==> config.mk <==
export PLATFORM = sky130hd
export DESIGN_NAME = cbt_top
export DESIGN_NICKNAME = d
export VERILOG_FILES = /design/src/core/cbt_pkg.sv /design/src/core/cbt_id_mem.sv /design/src/core/cbt_axil_slave.sv /design/src/core/cbt_top.sv
export SDC_FILE = /design/constraint.sdc
export NUM_CORES = 1
export LEC_CHECK = 0
export BUFFER_PORTS_ARGS = -buffer_cell sky130_fd_sc_hd__buf_2
export CORE_MARGIN = 1
export CORE_UTILIZATION = 60
export CTS_CLUSTER_SIZE = 14
export DETAILED_ROUTE_END_ITERATION = 16
export PLACE_DENSITY = 0.77
export SLEW_MARGIN = 10
export SYNTH_ARGS = -nofsm -noshare
export SYNTH_HDL_FRONTEND = slang
export SYNTH_SLANG_ARGS = --single-unit
==> constraint.sdc <==
create_clock -name aclk -period 8 [get_ports aclk]
set_input_delay 0.8 -clock aclk [delete_from_list [all_inputs] [get_ports aclk]]
set_output_delay 0.8 -clock aclk [all_outputs]
set_load 0.01 [all_outputs]
==> src/core/cbt_pkg.sv <==
// shared constants, types and helpers for the can buffer flag tracking block
package cbt_pkg;
   localparam int NBUF = 32;
   localparam int IDW = 11;
   localparam int IRQW = 3;
   // register byte offsets
   localparam logic [7:0] OFS_CFG = 8'hC0;
   localparam logic [7:0] OFS_FRESH = 8'h98;
   localparam logic [7:0] OFS_PEND = 8'hCC;
   localparam logic [7:0] OFS_ADD = 8'hD0;
   localparam logic [7:0] OFS_CANCEL = 8'hD4;
   localparam logic [7:0] OFS_OCC = 8'hD8;
   localparam logic [7:0] OFS_CFIN = 8'hDC;
   localparam logic [7:0] OFS_IDWR = 8'hE0;
   localparam logic [7:0] OFS_IST = 8'hE4;
   localparam logic [7:0] OFS_IMSK = 8'hE8;
   localparam logic [7:0] ADDR_ALIGN = 8'hFC;
   // reset values
   localparam logic [31:0] RST_REG = 32'h0000_0000;
   localparam logic [IRQW-1:0] RST_IRQ = 3'h0;
   // field positions
   localparam int IDWR_ID_LSB = 0;
   localparam int IDWR_IDX_LSB = 16;
   localparam int IRQ_RX = 0;
   localparam int IRQ_OCC = 1;
   localparam int IRQ_CFIN = 2;
   // bus answers and last scan count
   localparam logic [1:0] RESP_OKAY = 2'h0;
   localparam logic [1:0] RESP_SLVERR = 2'h2;
   localparam logic [5:0] SCAN_LAST = 6'h20;

   typedef struct packed {
      logic [7:0] addr;
      logic [31:0] data;
      logic [3:0] strb;
   } cbt_wr_t;

   typedef enum {SC_IDLE, SC_RUN, SC_PICK} cbt_scan_t;

   // one bit set at a buffer position
   function automatic logic [NBUF-1:0] cbt_onehot(input logic [4:0] idx);
      cbt_onehot = {{(NBUF-1){1'b0}}, 1'b1} << idx;
   endfunction : cbt_onehot

   // byte enables widened to a bit mask
   function automatic logic [31:0] cbt_strb_mask(input logic [3:0] strb);
      cbt_strb_mask = {{8{strb[3]}}, {8{strb[2]}}, {8{strb[1]}}, {8{strb[0]}}};
   endfunction : cbt_strb_mask
endpackage : cbt_pkg

==> src/core/cbt_id_mem.sv <==
// message identifier store, one word per transmit buffer, registered read
`timescale 1ns/1ps
module cbt_id_mem import cbt_pkg::*; (
   input wire logic aclk,
   input wire logic ce,
   input wire logic we,
   input wire logic [4:0] waddr,
   input wire logic [IDW-1:0] wdata,
   input wire logic [4:0] raddr,
   output logic [IDW-1:0] rdata
);
   logic [IDW-1:0] mem [NBUF];

   // write port and registered read port
   always_ff @(posedge aclk) begin
      if (ce) begin
         if (we) begin
            mem[waddr] <= wdata;
         end
         rdata <= mem[raddr];
      end
   end
endmodule : cbt_id_mem

==> src/core/cbt_axil_slave.sv <==
// axi4-lite slave front end: captures accesses, answers from registers
`timescale 1ns/1ps
module cbt_axil_slave import cbt_pkg::*; (
   input wire logic aclk,
   input wire logic aresetn,
   input wire logic ce,
   input wire logic [7:0] s_axi_awaddr,
   input wire logic s_axi_awvalid,
   output logic s_axi_awready,
   input wire logic [31:0] s_axi_wdata,
   input wire logic [3:0] s_axi_wstrb,
   input wire logic s_axi_wvalid,
   output logic s_axi_wready,
   output logic [1:0] s_axi_bresp,
   output logic s_axi_bvalid,
   input wire logic s_axi_bready,
   input wire logic [7:0] s_axi_araddr,
   input wire logic s_axi_arvalid,
   output logic s_axi_arready,
   output logic [31:0] s_axi_rdata,
   output logic [1:0] s_axi_rresp,
   output logic s_axi_rvalid,
   input wire logic s_axi_rready,
   output logic wr_go,
   output cbt_wr_t wr,
   input wire logic wr_err,
   output logic [7:0] rd_addr,
   input wire logic [31:0] rd_data,
   input wire logic rd_err
);
   logic aw_got, w_got, rd_pend;
   logic next_aw_got, next_w_got, next_rd_pend;
   logic next_awready, next_wready, next_bvalid, next_arready, next_rvalid;
   logic [1:0] next_bresp, next_rresp;
   logic [31:0] next_rdata;
   cbt_wr_t next_wr;
   logic [7:0] next_rd_addr;

   assign wr_go = aw_got && w_got && !s_axi_bvalid;

   // handshake bookkeeping for both directions
   always_comb begin
      next_aw_got = aw_got;
      next_w_got = w_got;
      next_wr = wr;
      next_bvalid = s_axi_bvalid;
      next_bresp = s_axi_bresp;
      next_rd_pend = rd_pend;
      next_rd_addr = rd_addr;
      next_rvalid = s_axi_rvalid;
      next_rdata = s_axi_rdata;
      next_rresp = s_axi_rresp;
      if (s_axi_awvalid && s_axi_awready) begin
         next_aw_got = 1'b1;
         next_wr.addr = s_axi_awaddr & ADDR_ALIGN;
      end
      if (s_axi_wvalid && s_axi_wready) begin
         next_w_got = 1'b1;
         next_wr.data = s_axi_wdata;
         next_wr.strb = s_axi_wstrb;
      end
      if (s_axi_bvalid && s_axi_bready) begin
         next_bvalid = 1'b0;
      end
      if (wr_go) begin
         next_aw_got = 1'b0;
         next_w_got = 1'b0;
         next_bvalid = 1'b1;
         next_bresp = wr_err ? RESP_SLVERR : RESP_OKAY;
      end
      if (s_axi_rvalid && s_axi_rready) begin
         next_rvalid = 1'b0;
      end
      if (s_axi_arvalid && s_axi_arready) begin
         next_rd_pend = 1'b1;
         next_rd_addr = s_axi_araddr & ADDR_ALIGN;
      end
      if (rd_pend) begin
         next_rd_pend = 1'b0;
         next_rvalid = 1'b1;
         next_rdata = rd_err ? RST_REG : rd_data;
         next_rresp = rd_err ? RESP_SLVERR : RESP_OKAY;
      end
      next_awready = !next_aw_got && !next_bvalid;
      next_wready = !next_w_got && !next_bvalid;
      next_arready = !next_rd_pend && !next_rvalid;
   end

   // registers of the slave
   always_ff @(posedge aclk) begin
      if (!aresetn) begin
         aw_got <= 1'b0;
         w_got <= 1'b0;
         wr <= '0;
         s_axi_awready <= 1'b0;
         s_axi_wready <= 1'b0;
         s_axi_bvalid <= 1'b0;
         s_axi_bresp <= RESP_OKAY;
         rd_pend <= 1'b0;
         rd_addr <= 8'h00;
         s_axi_arready <= 1'b0;
         s_axi_rvalid <= 1'b0;
         s_axi_rdata <= RST_REG;
         s_axi_rresp <= RESP_OKAY;
      end else if (ce) begin
         aw_got <= next_aw_got;
         w_got <= next_w_got;
         wr <= next_wr;
         s_axi_awready <= next_awready;
         s_axi_wready <= next_wready;
         s_axi_bvalid <= next_bvalid;
         s_axi_bresp <= next_bresp;
         rd_pend <= next_rd_pend;
         rd_addr <= next_rd_addr;
         s_axi_arready <= next_arready;
         s_axi_rvalid <= next_rvalid;
         s_axi_rdata <= next_rdata;
         s_axi_rresp <= next_rresp;
      end
   end
endmodule : cbt_axil_slave

==> src/core/cbt_top.sv <==
// receive fresh-data flags and transmit request bookkeeping with tx scan
//
// Design decision made here: the AXI4-Lite interface to the registers.
`timescale 1ns/1ps
module cbt_top import cbt_pkg::*; (
   input wire logic aclk,
   input wire logic aresetn,
   input wire logic ce,
   input wire logic [7:0] s_axi_awaddr,
   input wire logic s_axi_awvalid,
   output logic s_axi_awready,
   input wire logic [31:0] s_axi_wdata,
   input wire logic [3:0] s_axi_wstrb,
   input wire logic s_axi_wvalid,
   output logic s_axi_wready,
   output logic [1:0] s_axi_bresp,
   output logic s_axi_bvalid,
   input wire logic s_axi_bready,
   input wire logic [7:0] s_axi_araddr,
   input wire logic s_axi_arvalid,
   output logic s_axi_arready,
   output logic [31:0] s_axi_rdata,
   output logic [1:0] s_axi_rresp,
   output logic s_axi_rvalid,
   input wire logic s_axi_rready,
   input wire logic rx_store_valid,
   input wire logic [4:0] rx_store_index,
   input wire logic tx_done,
   input wire logic tx_ok,
   output logic tx_start,
   output logic [4:0] tx_start_index,
   output logic irq
);
   logic wr_go;
   cbt_wr_t wr;
   logic wr_err, rd_err;
   logic [7:0] rd_addr;
   logic [31:0] rd_data;
   logic [31:0] wmask;

   // software visible state
   logic [NBUF-1:0] rx_buffer_fresh_flags, next_fresh;
   logic [NBUF-1:0] tx_request_pending, next_pending;
   logic [NBUF-1:0] tx_buffer_config_reg, next_cfg;
   logic [NBUF-1:0] tx_cancel_request_reg, next_cancel;
   logic [NBUF-1:0] tx_occurred_reg, next_occ;
   logic [NBUF-1:0] tx_cancel_finished_reg, next_cfin;
   logic [IRQW-1:0] irq_status, next_ist;
   logic [IRQW-1:0] irq_mask, next_imsk;
   logic next_irq;

   // scan and transmission state
   cbt_scan_t scan_st, next_scan_st;
   logic [5:0] scan_cnt, next_scan_cnt;
   logic [NBUF-1:0] cand, next_cand;
   logic cmp_valid, next_cmp_valid;
   logic [4:0] cmp_idx, next_cmp_idx;
   logic best_valid, next_best_valid;
   logic [4:0] best_idx, next_best_idx;
   logic [IDW-1:0] best_id, next_best_id;
   logic active, next_active;
   logic [4:0] active_idx, next_active_idx;
   logic next_tx_start;
   logic [4:0] next_tx_start_index;
   logic [IDW-1:0] id_rdata;

   // decoded write strobes and per-buffer event masks
   logic wr_cfg, wr_fresh, wr_add, wr_cancel, wr_occ, wr_cfin;
   logic wr_idwr, wr_ist, wr_imsk;
   logic [NBUF-1:0] rx_set, add_set, cancel_set, drop, done_clr;
   logic [NBUF-1:0] occ_set, cfin_set, active_mask;

   cbt_axil_slave u_slave (
      .aclk(aclk),
      .aresetn(aresetn),
      .ce(ce),
      .s_axi_awaddr(s_axi_awaddr),
      .s_axi_awvalid(s_axi_awvalid),
      .s_axi_awready(s_axi_awready),
      .s_axi_wdata(s_axi_wdata),
      .s_axi_wstrb(s_axi_wstrb),
      .s_axi_wvalid(s_axi_wvalid),
      .s_axi_wready(s_axi_wready),
      .s_axi_bresp(s_axi_bresp),
      .s_axi_bvalid(s_axi_bvalid),
      .s_axi_bready(s_axi_bready),
      .s_axi_araddr(s_axi_araddr),
      .s_axi_arvalid(s_axi_arvalid),
      .s_axi_arready(s_axi_arready),
      .s_axi_rdata(s_axi_rdata),
      .s_axi_rresp(s_axi_rresp),
      .s_axi_rvalid(s_axi_rvalid),
      .s_axi_rready(s_axi_rready),
      .wr_go(wr_go),
      .wr(wr),
      .wr_err(wr_err),
      .rd_addr(rd_addr),
      .rd_data(rd_data),
      .rd_err(rd_err)
   );

   cbt_id_mem u_ids (
      .aclk(aclk),
      .ce(ce),
      .we(wr_idwr),
      .waddr(wr.data[IDWR_IDX_LSB +: 5]),
      .wdata(wr.data[IDWR_ID_LSB +: IDW]),
      .raddr(scan_cnt[4:0]),
      .rdata(id_rdata)
   );

   // address decode of the write side; pending register ignores writes but answers okay
   assign wmask = cbt_strb_mask(wr.strb);
   assign wr_cfg = wr_go && wr.addr == OFS_CFG;
   assign wr_fresh = wr_go && wr.addr == OFS_FRESH;
   assign wr_add = wr_go && wr.addr == OFS_ADD;
   assign wr_cancel = wr_go && wr.addr == OFS_CANCEL;
   assign wr_occ = wr_go && wr.addr == OFS_OCC;
   assign wr_cfin = wr_go && wr.addr == OFS_CFIN;
   assign wr_idwr = wr_go && wr.addr == OFS_IDWR && wr.strb == 4'hF;
   assign wr_ist = wr_go && wr.addr == OFS_IST;
   assign wr_imsk = wr_go && wr.addr == OFS_IMSK;
   assign wr_err = !(wr_cfg || wr_fresh || wr_add || wr_cancel || wr_occ || wr_cfin
                     || wr.addr == OFS_IDWR || wr_ist || wr_imsk || wr.addr == OFS_PEND);

   // read multiplexer
   always_comb begin
      rd_err = 1'b0;
      unique case (rd_addr)
         OFS_CFG: rd_data = tx_buffer_config_reg;
         OFS_FRESH: rd_data = rx_buffer_fresh_flags;
         OFS_PEND: rd_data = tx_request_pending;
         OFS_ADD: rd_data = RST_REG;
         OFS_CANCEL: rd_data = tx_cancel_request_reg;
         OFS_OCC: rd_data = tx_occurred_reg;
         OFS_CFIN: rd_data = tx_cancel_finished_reg;
         OFS_IDWR: rd_data = RST_REG;
         OFS_IST: rd_data = {29'h0000_0000, irq_status};
         OFS_IMSK: rd_data = {29'h0000_0000, irq_mask};
         default: begin
            rd_data = RST_REG;
            rd_err = 1'b1;
         end
      endcase
   end

   // per-buffer events of this cycle
   assign rx_set = rx_store_valid ? cbt_onehot(rx_store_index) : '0;
   assign add_set = wr_add ? (wr.data & wmask & tx_buffer_config_reg) : '0;
   assign cancel_set = wr_cancel ? (wr.data & wmask & tx_request_pending) : '0;
   assign active_mask = active ? cbt_onehot(active_idx) : '0;
   // cancelled requests not on the bus drop at once, scan or not
   assign drop = (tx_cancel_request_reg | cancel_set) & tx_request_pending
                 & ~active_mask;
   // ongoing frame ends: success, or a cancel waiting for its end
   assign done_clr = (active && tx_done
                      && (tx_ok || tx_cancel_request_reg[active_idx]))
                     ? active_mask : '0;
   assign occ_set = (active && tx_done && tx_ok) ? active_mask : '0;
   assign cfin_set = drop | (occ_set & tx_cancel_request_reg);

   // register state next values
   always_comb begin
      next_cfg = tx_buffer_config_reg;
      next_imsk = irq_mask;
      if (wr_cfg) begin
         next_cfg = (tx_buffer_config_reg & ~wmask) | (wr.data & wmask);
      end
      if (wr_imsk) begin
         next_imsk = wr.data[IRQW-1:0];
      end
      // write-one clear first, hardware set last so it wins
      next_fresh = rx_buffer_fresh_flags;
      if (wr_fresh) begin
         next_fresh = next_fresh & ~(wr.data & wmask);
      end
      next_fresh = next_fresh | rx_set;
      next_pending = (tx_request_pending & ~drop & ~done_clr) | add_set;
      next_cancel = (tx_cancel_request_reg & tx_request_pending) | cancel_set;
      next_occ = (tx_occurred_reg & ~add_set) | occ_set;
      next_cfin = (tx_cancel_finished_reg & ~add_set) | cfin_set;
      next_ist = irq_status;
      if (wr_ist) begin
         next_ist = irq_status & ~wr.data[IRQW-1:0];
      end
      next_ist[IRQ_RX] = next_ist[IRQ_RX] | (|rx_set);
      next_ist[IRQ_OCC] = next_ist[IRQ_OCC] | (|occ_set);
      next_ist[IRQ_CFIN] = next_ist[IRQ_CFIN] | (|cfin_set);
      next_irq = |(next_ist & next_imsk);
   end

   // register state flops
   always_ff @(posedge aclk) begin
      if (!aresetn) begin
         rx_buffer_fresh_flags <= RST_REG;
         tx_request_pending <= RST_REG;
         tx_buffer_config_reg <= RST_REG;
         tx_cancel_request_reg <= RST_REG;
         tx_occurred_reg <= RST_REG;
         tx_cancel_finished_reg <= RST_REG;
         irq_status <= RST_IRQ;
         irq_mask <= RST_IRQ;
         irq <= 1'b0;
      end else if (ce) begin
         rx_buffer_fresh_flags <= next_fresh;
         tx_request_pending <= next_pending;
         tx_buffer_config_reg <= next_cfg;
         tx_cancel_request_reg <= next_cancel;
         tx_occurred_reg <= next_occ;
         tx_cancel_finished_reg <= next_cfin;
         irq_status <= next_ist;
         irq_mask <= next_imsk;
         irq <= next_irq;
      end
   end

   // tx scan: walks the snapshot of pending bits, keeps the lowest identifier
   always_comb begin
      next_scan_st = scan_st;
      next_scan_cnt = scan_cnt;
      next_cand = cand & ~drop;
      next_cmp_valid = 1'b0;
      next_cmp_idx = scan_cnt[4:0];
      next_best_valid = best_valid;
      next_best_idx = best_idx;
      next_best_id = best_id;
      next_active = active;
      next_active_idx = active_idx;
      next_tx_start = 1'b0;
      next_tx_start_index = tx_start_index;
      if (active && tx_done) begin
         next_active = 1'b0;
      end
      unique case (scan_st)
         SC_IDLE: begin
            // with no frame on the bus, any pending request not being dropped starts a scan
            if (!active && |(tx_request_pending & ~drop)) begin
               next_scan_st = SC_RUN;
               next_cand = tx_request_pending & ~drop;
               next_scan_cnt = 6'h00;
               next_best_valid = 1'b0;
            end
         end
         SC_RUN: begin
            // memory answers one cycle after the index was issued
            if (cmp_valid && cand[cmp_idx]
                && (!best_valid || id_rdata < best_id)) begin
               next_best_valid = 1'b1;
               next_best_idx = cmp_idx;
               next_best_id = id_rdata;
            end
            if (scan_cnt == SCAN_LAST) begin
               next_scan_st = SC_PICK;
            end else begin
               next_cmp_valid = 1'b1;
               next_scan_cnt = scan_cnt + 6'h01;
            end
         end
         SC_PICK: begin
            // the winner may have been cancelled meanwhile
            next_scan_st = SC_IDLE;
            if (best_valid && cand[best_idx] && !drop[best_idx]) begin
               next_tx_start = 1'b1;
               next_tx_start_index = best_idx;
               next_active = 1'b1;
               next_active_idx = best_idx;
            end
         end
      endcase
   end

   // scan and transmission flops
   always_ff @(posedge aclk) begin
      if (!aresetn) begin
         scan_st <= SC_IDLE;
         scan_cnt <= 6'h00;
         cand <= RST_REG;
         cmp_valid <= 1'b0;
         cmp_idx <= 5'h00;
         best_valid <= 1'b0;
         best_idx <= 5'h00;
         best_id <= '0;
         active <= 1'b0;
         active_idx <= 5'h00;
         tx_start <= 1'b0;
         tx_start_index <= 5'h00;
      end else if (ce) begin
         scan_st <= next_scan_st;
         scan_cnt <= next_scan_cnt;
         cand <= next_cand;
         cmp_valid <= next_cmp_valid;
         cmp_idx <= next_cmp_idx;
         best_valid <= next_best_valid;
         best_idx <= next_best_idx;
         best_id <= next_best_id;
         active <= next_active;
         active_idx <= next_active_idx;
         tx_start <= next_tx_start;
         tx_start_index <= next_tx_start_index;
      end
   end
endmodule : cbt_top

; ---- Word level (Yosys, flattened, before mapping)
; Memory sizes are Yosys's and may differ from the RTL's. A register that Yosys moved wholly into a read port is not among the register bits.
; Cells that the tools add are included.
[totals]
in_bits = 68
ramBits = 352
mem_count = 1
ff_bits = 391
elab_cells = 224
output_inout_bits = 48
[memory_table]
columns = name, words, width, rd, rd_clocked_by_memory_dff, write_ports, line
row1 = u_ids.mem, 32, 11, 1, 1, 1, cbt_id_mem.sv:12  ; logic [IDW-1:0] mem [NBUF];
[op_classes]
n_bitwise = 34
n_eq_ne = 28
order_cmp = 4
addsub = 1
n_shift = 2
muxes = 52
n_reduce_logical = 67
[op_table]
columns = op, count
row1 = $and 32x32->32, 14
row2 = $mux 32, 12
row3 = $or 32x32->32, 8
row4 = $pmux 32 s8, 1
row5 = $not 32->32, 6
row6 = $reduce_or 32->1, 4
row7 = $eq 6x6->1 const B, 21
row8 = $pmux 32 s3, 1
row9 = $shl 1x5->32 const A, 2
row10 = $eq 32x1->1 const B, 1
row11 = $eq 32x2->1 const B, 1
row12 = $logic_not 32->1, 1
row13 = $logic_and 1x1->1, 28
row14 = $mux 1, 26
row15 = $bmux 1 s5, 4
row16 = $lt 5x6->1 const B, 3
row17 = $mux 6, 2
row18 = $pmux 6 s2, 1
row19 = $reduce_and 2->1, 6
row20 = $logic_or 1x1->1, 11
row21 = $lt 11x11->1, 1
row22 = $reduce_or 10->1, 1
row23 = $logic_not 1->1, 9
row24 = $reduce_and 3->1, 3
row25 = other kinds (12), 21

; ---- Depth between registers and ports, before layout
[logic_depth]
word_depth = 13
mapped_depth = 14

; ---- Cells and area by module
; From an unflattened synthesis, not the netlist that was laid out.
[unflattened]
hier_cells = 3093
area_unflattened_um2 = 33015.4
[by_module_without_submodules]
columns = module, cells_each, instances, area_each_um2, seq_area_each_um2
row1 = cbt_top, 1941, 1, 15155.8, 5385.2
row2 = cbt_id_mem, 803, 1, 14313.7, 10900.5
row3 = cbt_axil_slave, 349, 1, 3545.9, 1801.7

; ---- Worst setup path before layout
; No wires, ideal clock.
[synth_path]
path_type = register to register
startpoint = register active_idx[0]
endpoint = register tx_request_pending[12]
synth_period_minus_slack_ps = 3168
arrival_time_ps = 3093
n_path_buf = 3
setup_time_ps = 76
path_stages_with_launch = 11
t_required_ps = 7924
setup_slack_ps = 4832
cell_sequence = dfxtp_1 buf_2 buf_1 mux4_2 mux4_2 mux2_2 o211a_1 clkbuf_1 a21boi_0 o21ai_0 a21boi_0
[synth_between]
elab_chain_cells = 8
[synth_rtl]
columns = element, line
row1 = "start, declared", cbt_top.sv:62  ; logic [4:0] active_idx, next_active_idx;
row2 = "start signal, assigned", cbt_top.sv:297  ; active_idx <= next_active_idx;
row3 = $bmux 1 s5 / $shl 1x5->32 (equally long branches), "cbt_top.sv:157, cbt_pkg.sv:42"
row4 = $mux 1 (not written as such) / $mux 32 (equally long branches), "cbt_top.sv:157, cbt_top.sv:151"
row5 = $logic_or 1x1->1 / $not 32->32 (equally long branches), "cbt_top.sv:157, cbt_top.sv:154"
row6 = $logic_and 1x1->1 / $and 32x32->32 (equally long branches), "cbt_top.sv:157, cbt_top.sv:154"
row7 = $mux 32 / $not 32->32 (equally long branches), "cbt_top.sv:158, cbt_top.sv:178"
row8 = $not 32->32 / $and 32x32->32 (equally long branches), cbt_top.sv:178  ; next_pending = (tx_request_pending & ~drop & ~done_clr) | add_set;
row9 = $and 32x32->32 (*), cbt_top.sv:178
row10 = $or 32x32->32 (*), cbt_top.sv:178
row11 = "end signal, assigned", cbt_top.sv:206  ; tx_request_pending <= next_pending;
row12 = "end, declared", cbt_top.sv:43  ; logic [NBUF-1:0] tx_request_pending, next_pending;
; Every way passes the cells marked *; elsewhere a longest branch is shown, timed or not. The select of a mux whose other input is x is not followed.
; A chain may end at the register's enable or synchronous reset.

; ---- Worst setup path in the final report
[layout_path]
startpoint = register u_slave.aw_got
endpoint = memory u_ids.mem[12][9], enable pin
[layout_between]
elab_chain_cells = 7
[layout_rtl]
columns = element, line
row1 = "start, declared", cbt_axil_slave.sv:31  ; logic aw_got, w_got, rd_pend;
row2 = "start signal, assigned", cbt_axil_slave.sv:106  ; aw_got <= next_aw_got;
row3 = $logic_and 1x1->1 (2 in a row), cbt_axil_slave.sv:39  ; assign wr_go = aw_got && w_got && !s_axi_bvalid;
row4 = $logic_and 1x1->1 (2 in a row), cbt_top.sv:120  ; assign wr_idwr = wr_go && wr.addr == OFS_IDWR && wr.strb == 4'hF;
row5 = $mux 1, cbt_id_mem.sv:17  ; if (we) begin
row6 = $mux 1, cbt_id_mem.sv:16  ; if (ce) begin
row7 = $mux 1 (not written as such), cbt_id_mem.sv:18  ; mem[waddr] <= wdata;
row8 = "end, declared", cbt_id_mem.sv:12
; Every way passes these cells.

==> run_results.csv <==
group,metric,value,unit
timing,slew_headroom,0.0378,
detailed_routing,num_vias,26200,
timing,hold_viol_final,0,
pwr,power,7.61,mW
placement,place.gp.congestion,1.05,
placement,dpl_cell_area,0.0344,mm^2
worst_setup_path,worstPathRequired,8270,ps
final_layout,drive_above_1_share,0.168,
synth,synth_compound_area_frac,0.163,
cts,cts_root_buffer,"clkbuf_16",
synth,synth_seq_cells,722,
status,status,"finished clean",
final_layout,layout.nets,3035,
worst_setup_path,path_max_fanout,17,
worst_setup_path,worstSetupPathType,"flop to flop",
global_route,grt_pass1_vias,25200,
pwr,internal-power,5.92,mW
final_layout,largest-register,"u_ids.mem",
synth,synth-xor-area-share,0.000526,
detailed_routing,via_per_inst,6.98,
final_layout,syn2layout_area_growth,10.8,%
synth,synth-edff-count,363,
worst_setup_path,path_delay_family,"simple AND/OR/NAND/NOR gates",
final_layout,fin_area,0.0369,mm^2
synth,ys.flop_type,"edfxtp_1",
pwr,power_frac_seq,0.511,
timing,setup_tns,0,ps
pwr,switchingPower,1.69,mW
synth,synth_top_family_by_area,"compound AO/OA/AOI/OAI gates",
floorplanning,fp.dieW,238,um
timing,finalCritPeriodShare,0.684,
floorplanning,ios,116,
timing,rsz0062_at_grt,"no",
final_layout,final_cells,3749,
timing,fin_worst_skew,37.6,ps
job,maxCapViolCount,0,
detailed_routing,drt_iter0_markers,3252,
timing,setup_viol,0,
timing,max_freq,0.183,GHz
synth,synth_top_area_frac,0.327,
detailed_routing,wl_per_cell,29.6,um
worst_setup_path,crit_slowest_cell,"nor4_2",
timing,holdWs,396,ps
pwr,vdd_drop_max,0.209,mV
floorplanning,die_height,238,um
cts,hold_buffers,0,
synth,syn_avg_cell_area,11.4,um^2
timing,report.final.slew_viol_count,0,
worst_setup_path,critPathBufInv,0,
detailed_routing,route.detailed.drc,0,
pwr,p_leak,11.8,nW
cts,clock_insertion_delay_worst_skew,650,ps
final_layout,final_util,0.679,
global_route,grt_antenna_before_repair,4,
final_layout,largest_register_ff_count,352,
global_route,grt_pass1_wl,162000,um
timing,tightest_slew,1430,ps
synth,ys_top_cells_by_area,"edfxtp_1, dfxtp_1, mux4_2",
synth,yosysSeqAreaShare,0.543,
pwr,combPwrFrac,0.026,
cts,clock-sinks,722,
cts,cts_made_buffers,75,
worst_setup_path,path_common_cell,"nand2_1",
global_route,grt_max_degree,121,
placement,portBuffers,109,
synth,syn_inst,2931,
placement,dp_cells,3614,
worst_setup_path,crit_chain,"and3b_1 -> nand2_1 -> nor4_2 -> nand2_1 -> nor3_1 -> nand2_1 -> nor2_1",
detailed_routing,firstDrtPassIters,9,
timing,min_period,5470,ps
synth,netlist_area,0.0333,mm^2
timing,setup_slack,2530,ps
detailed_routing,ant_nets,0,
cts,clock_path_buffers,3,
cts,cts_resized,0,
cts,cts_tree,"built",
detailed_routing,wirelength,111000,um
worst_setup_path,max_stage_delay,1200,ps
pwr,switching_share,0.222,
floorplanning,initial_utilization,0.612,
worst_setup_path,start_kind,"flop",
synth,synthAdderAreaFrac,0.00594,
cts,htreeDepth,3,
floorplanning,coreArea,0.0543,mm^2
global_route,grt_use_total,0.393,
synth,ys_warn_count,0,
worst_setup_path,worstPathArrival,5730,ps
synth,synthArstFlopShare,0,
placement,dp_hpwl,71900,um
synth,yosys.area.top_type,"edfxtp_1",
synth,synth_mux_area_frac,0.117,
cts,clkTransAtPathRegs,60,ps
synth,synthSimpleGateAreaFrac,0.136,
worst_setup_path,rrSetupSlack,2530,ps
cts,post_cts_buffers,0,
pwr,power_density,206,mW/mm^2
floorplanning,num_rows,85,
synth,ys_types,91,
worst_setup_path,critical_path.endpoint_type,"flop",
placement,dp_slack,2920,ps
floorplanning,die-area,0.0564,mm^2
global_route,grt-ovfl-total,0,
final_layout,reg.largest.list,"u_ids.mem x352, u_slave.wr x42",
min_path,min_path_type,"input pin to flop",
pwr,clock_power_share,0.463,
per-layer routing:
| layer | global-route usage | routed length [um] | part of all wire |
|---|---|---|---|
| met4 | 0.249 | 8090 | 0.073 |
| met3 | 0.0751 | 10500 | 0.095 |
| met1 | 0.491 | 40500 | 0.37 |
| met2 | 0.631 | 51700 | 0.47 |
| met5 | 0 | 15 | 0.00014 |
layout make-up:
cell class	instances	area, um^2
multi-input cells	1930	14100
diodes	2	5.00
inverters	50	188
clock inverters	38	444
clock buffers	95	2030
repair buffers	173	1050
fillers	3862	17500
well taps	739	925
flip-flops and latches	722	18100
cell families (layout without fill, tap and decap cells):
group,count (synthesis),in the layout
AND/OR/NAND/NOR,919,919
AO/OA/AOI/OAI,783,783
flip-flops,722,722
buffers and inverters,280,356
multiplexers,208,208
adder cells (fa/ha/maj),16,16
XOR/XNOR,2,2
other,1,4
power by group through the flow:
stage	Combinational, mW	Sequential (mW)	Clock (mW)
4_1_cts	0.190	3.89	3.53
3_3_place_gp	0.183	3.97	0
6_report	0.195	3.89	3.53
2_1_floorplan	0.115	3.97	0
5_1_grt	0.207	3.89	3.68
3_5_place_dp	0.189	3.97	0
tightest hold or removal path: cells and delay by family:
kind | cells | cell delay (ps)
buffers and inverters | 1 | 90
AOI/OAI and AO/OA | 1 | 60
and+or+nand+nor | 1 | 40
synthesized netlist by cell type (all sizes together) (4+ instances only):
cell and instances:
a222oi 4, nand3b 10, ha 15, nand2 324, a31o 7, inv 49, mux4 140, or4 4
nor4b 4, and3 21, nor3b 12, and2 29, nor2 163, a21oi 85, o21ai 187, edfxtp 363
mux2 40, dfxtp 359, o31ai 18, nand2b 16, o211a 6, buf 57, or2 6, a21o 8
a21boi 141, a22oi 98, a2111o 4, nand4 15, nand3 122, a22o 63, a31oi 25, o21a 18
nor2b 128, nand4b 7, a211oi 11, a221oi 30, o22ai 10, nor3 19, nor4 21, a41oi 14
mux2i 28, clkbuf 173, o211ai 11, o2bb2ai 10
worst paths after layout:
check | endpoint | cells after the start | startpoint
worst min register to register | u_slave.s_axi_rdata[16] | 2 | u_slave.s_axi_rdata[16]
worst min-delay path | u_slave.wr[22] | 3 | s_axi_wdata[18]
worst max-delay path | u_ids.mem[12][9] | 7 | u_slave.aw_got
worst max register to register | u_ids.mem[12][9] | 7 | u_slave.aw_got
placed cells by master (no fill, tap or decap), types with 98 or more instances in the layout:
cell type    n
a22oi_1     98
nand3_1    122
nor2_1     160
nand2_1    324
dfxtp_1    355
a21boi_0   134
nor2b_1    127
mux4_2     140
o21ai_0    185
edfxtp_1   363
buf_2      107
Note: power is estimated with default switching activity, not from simulation.
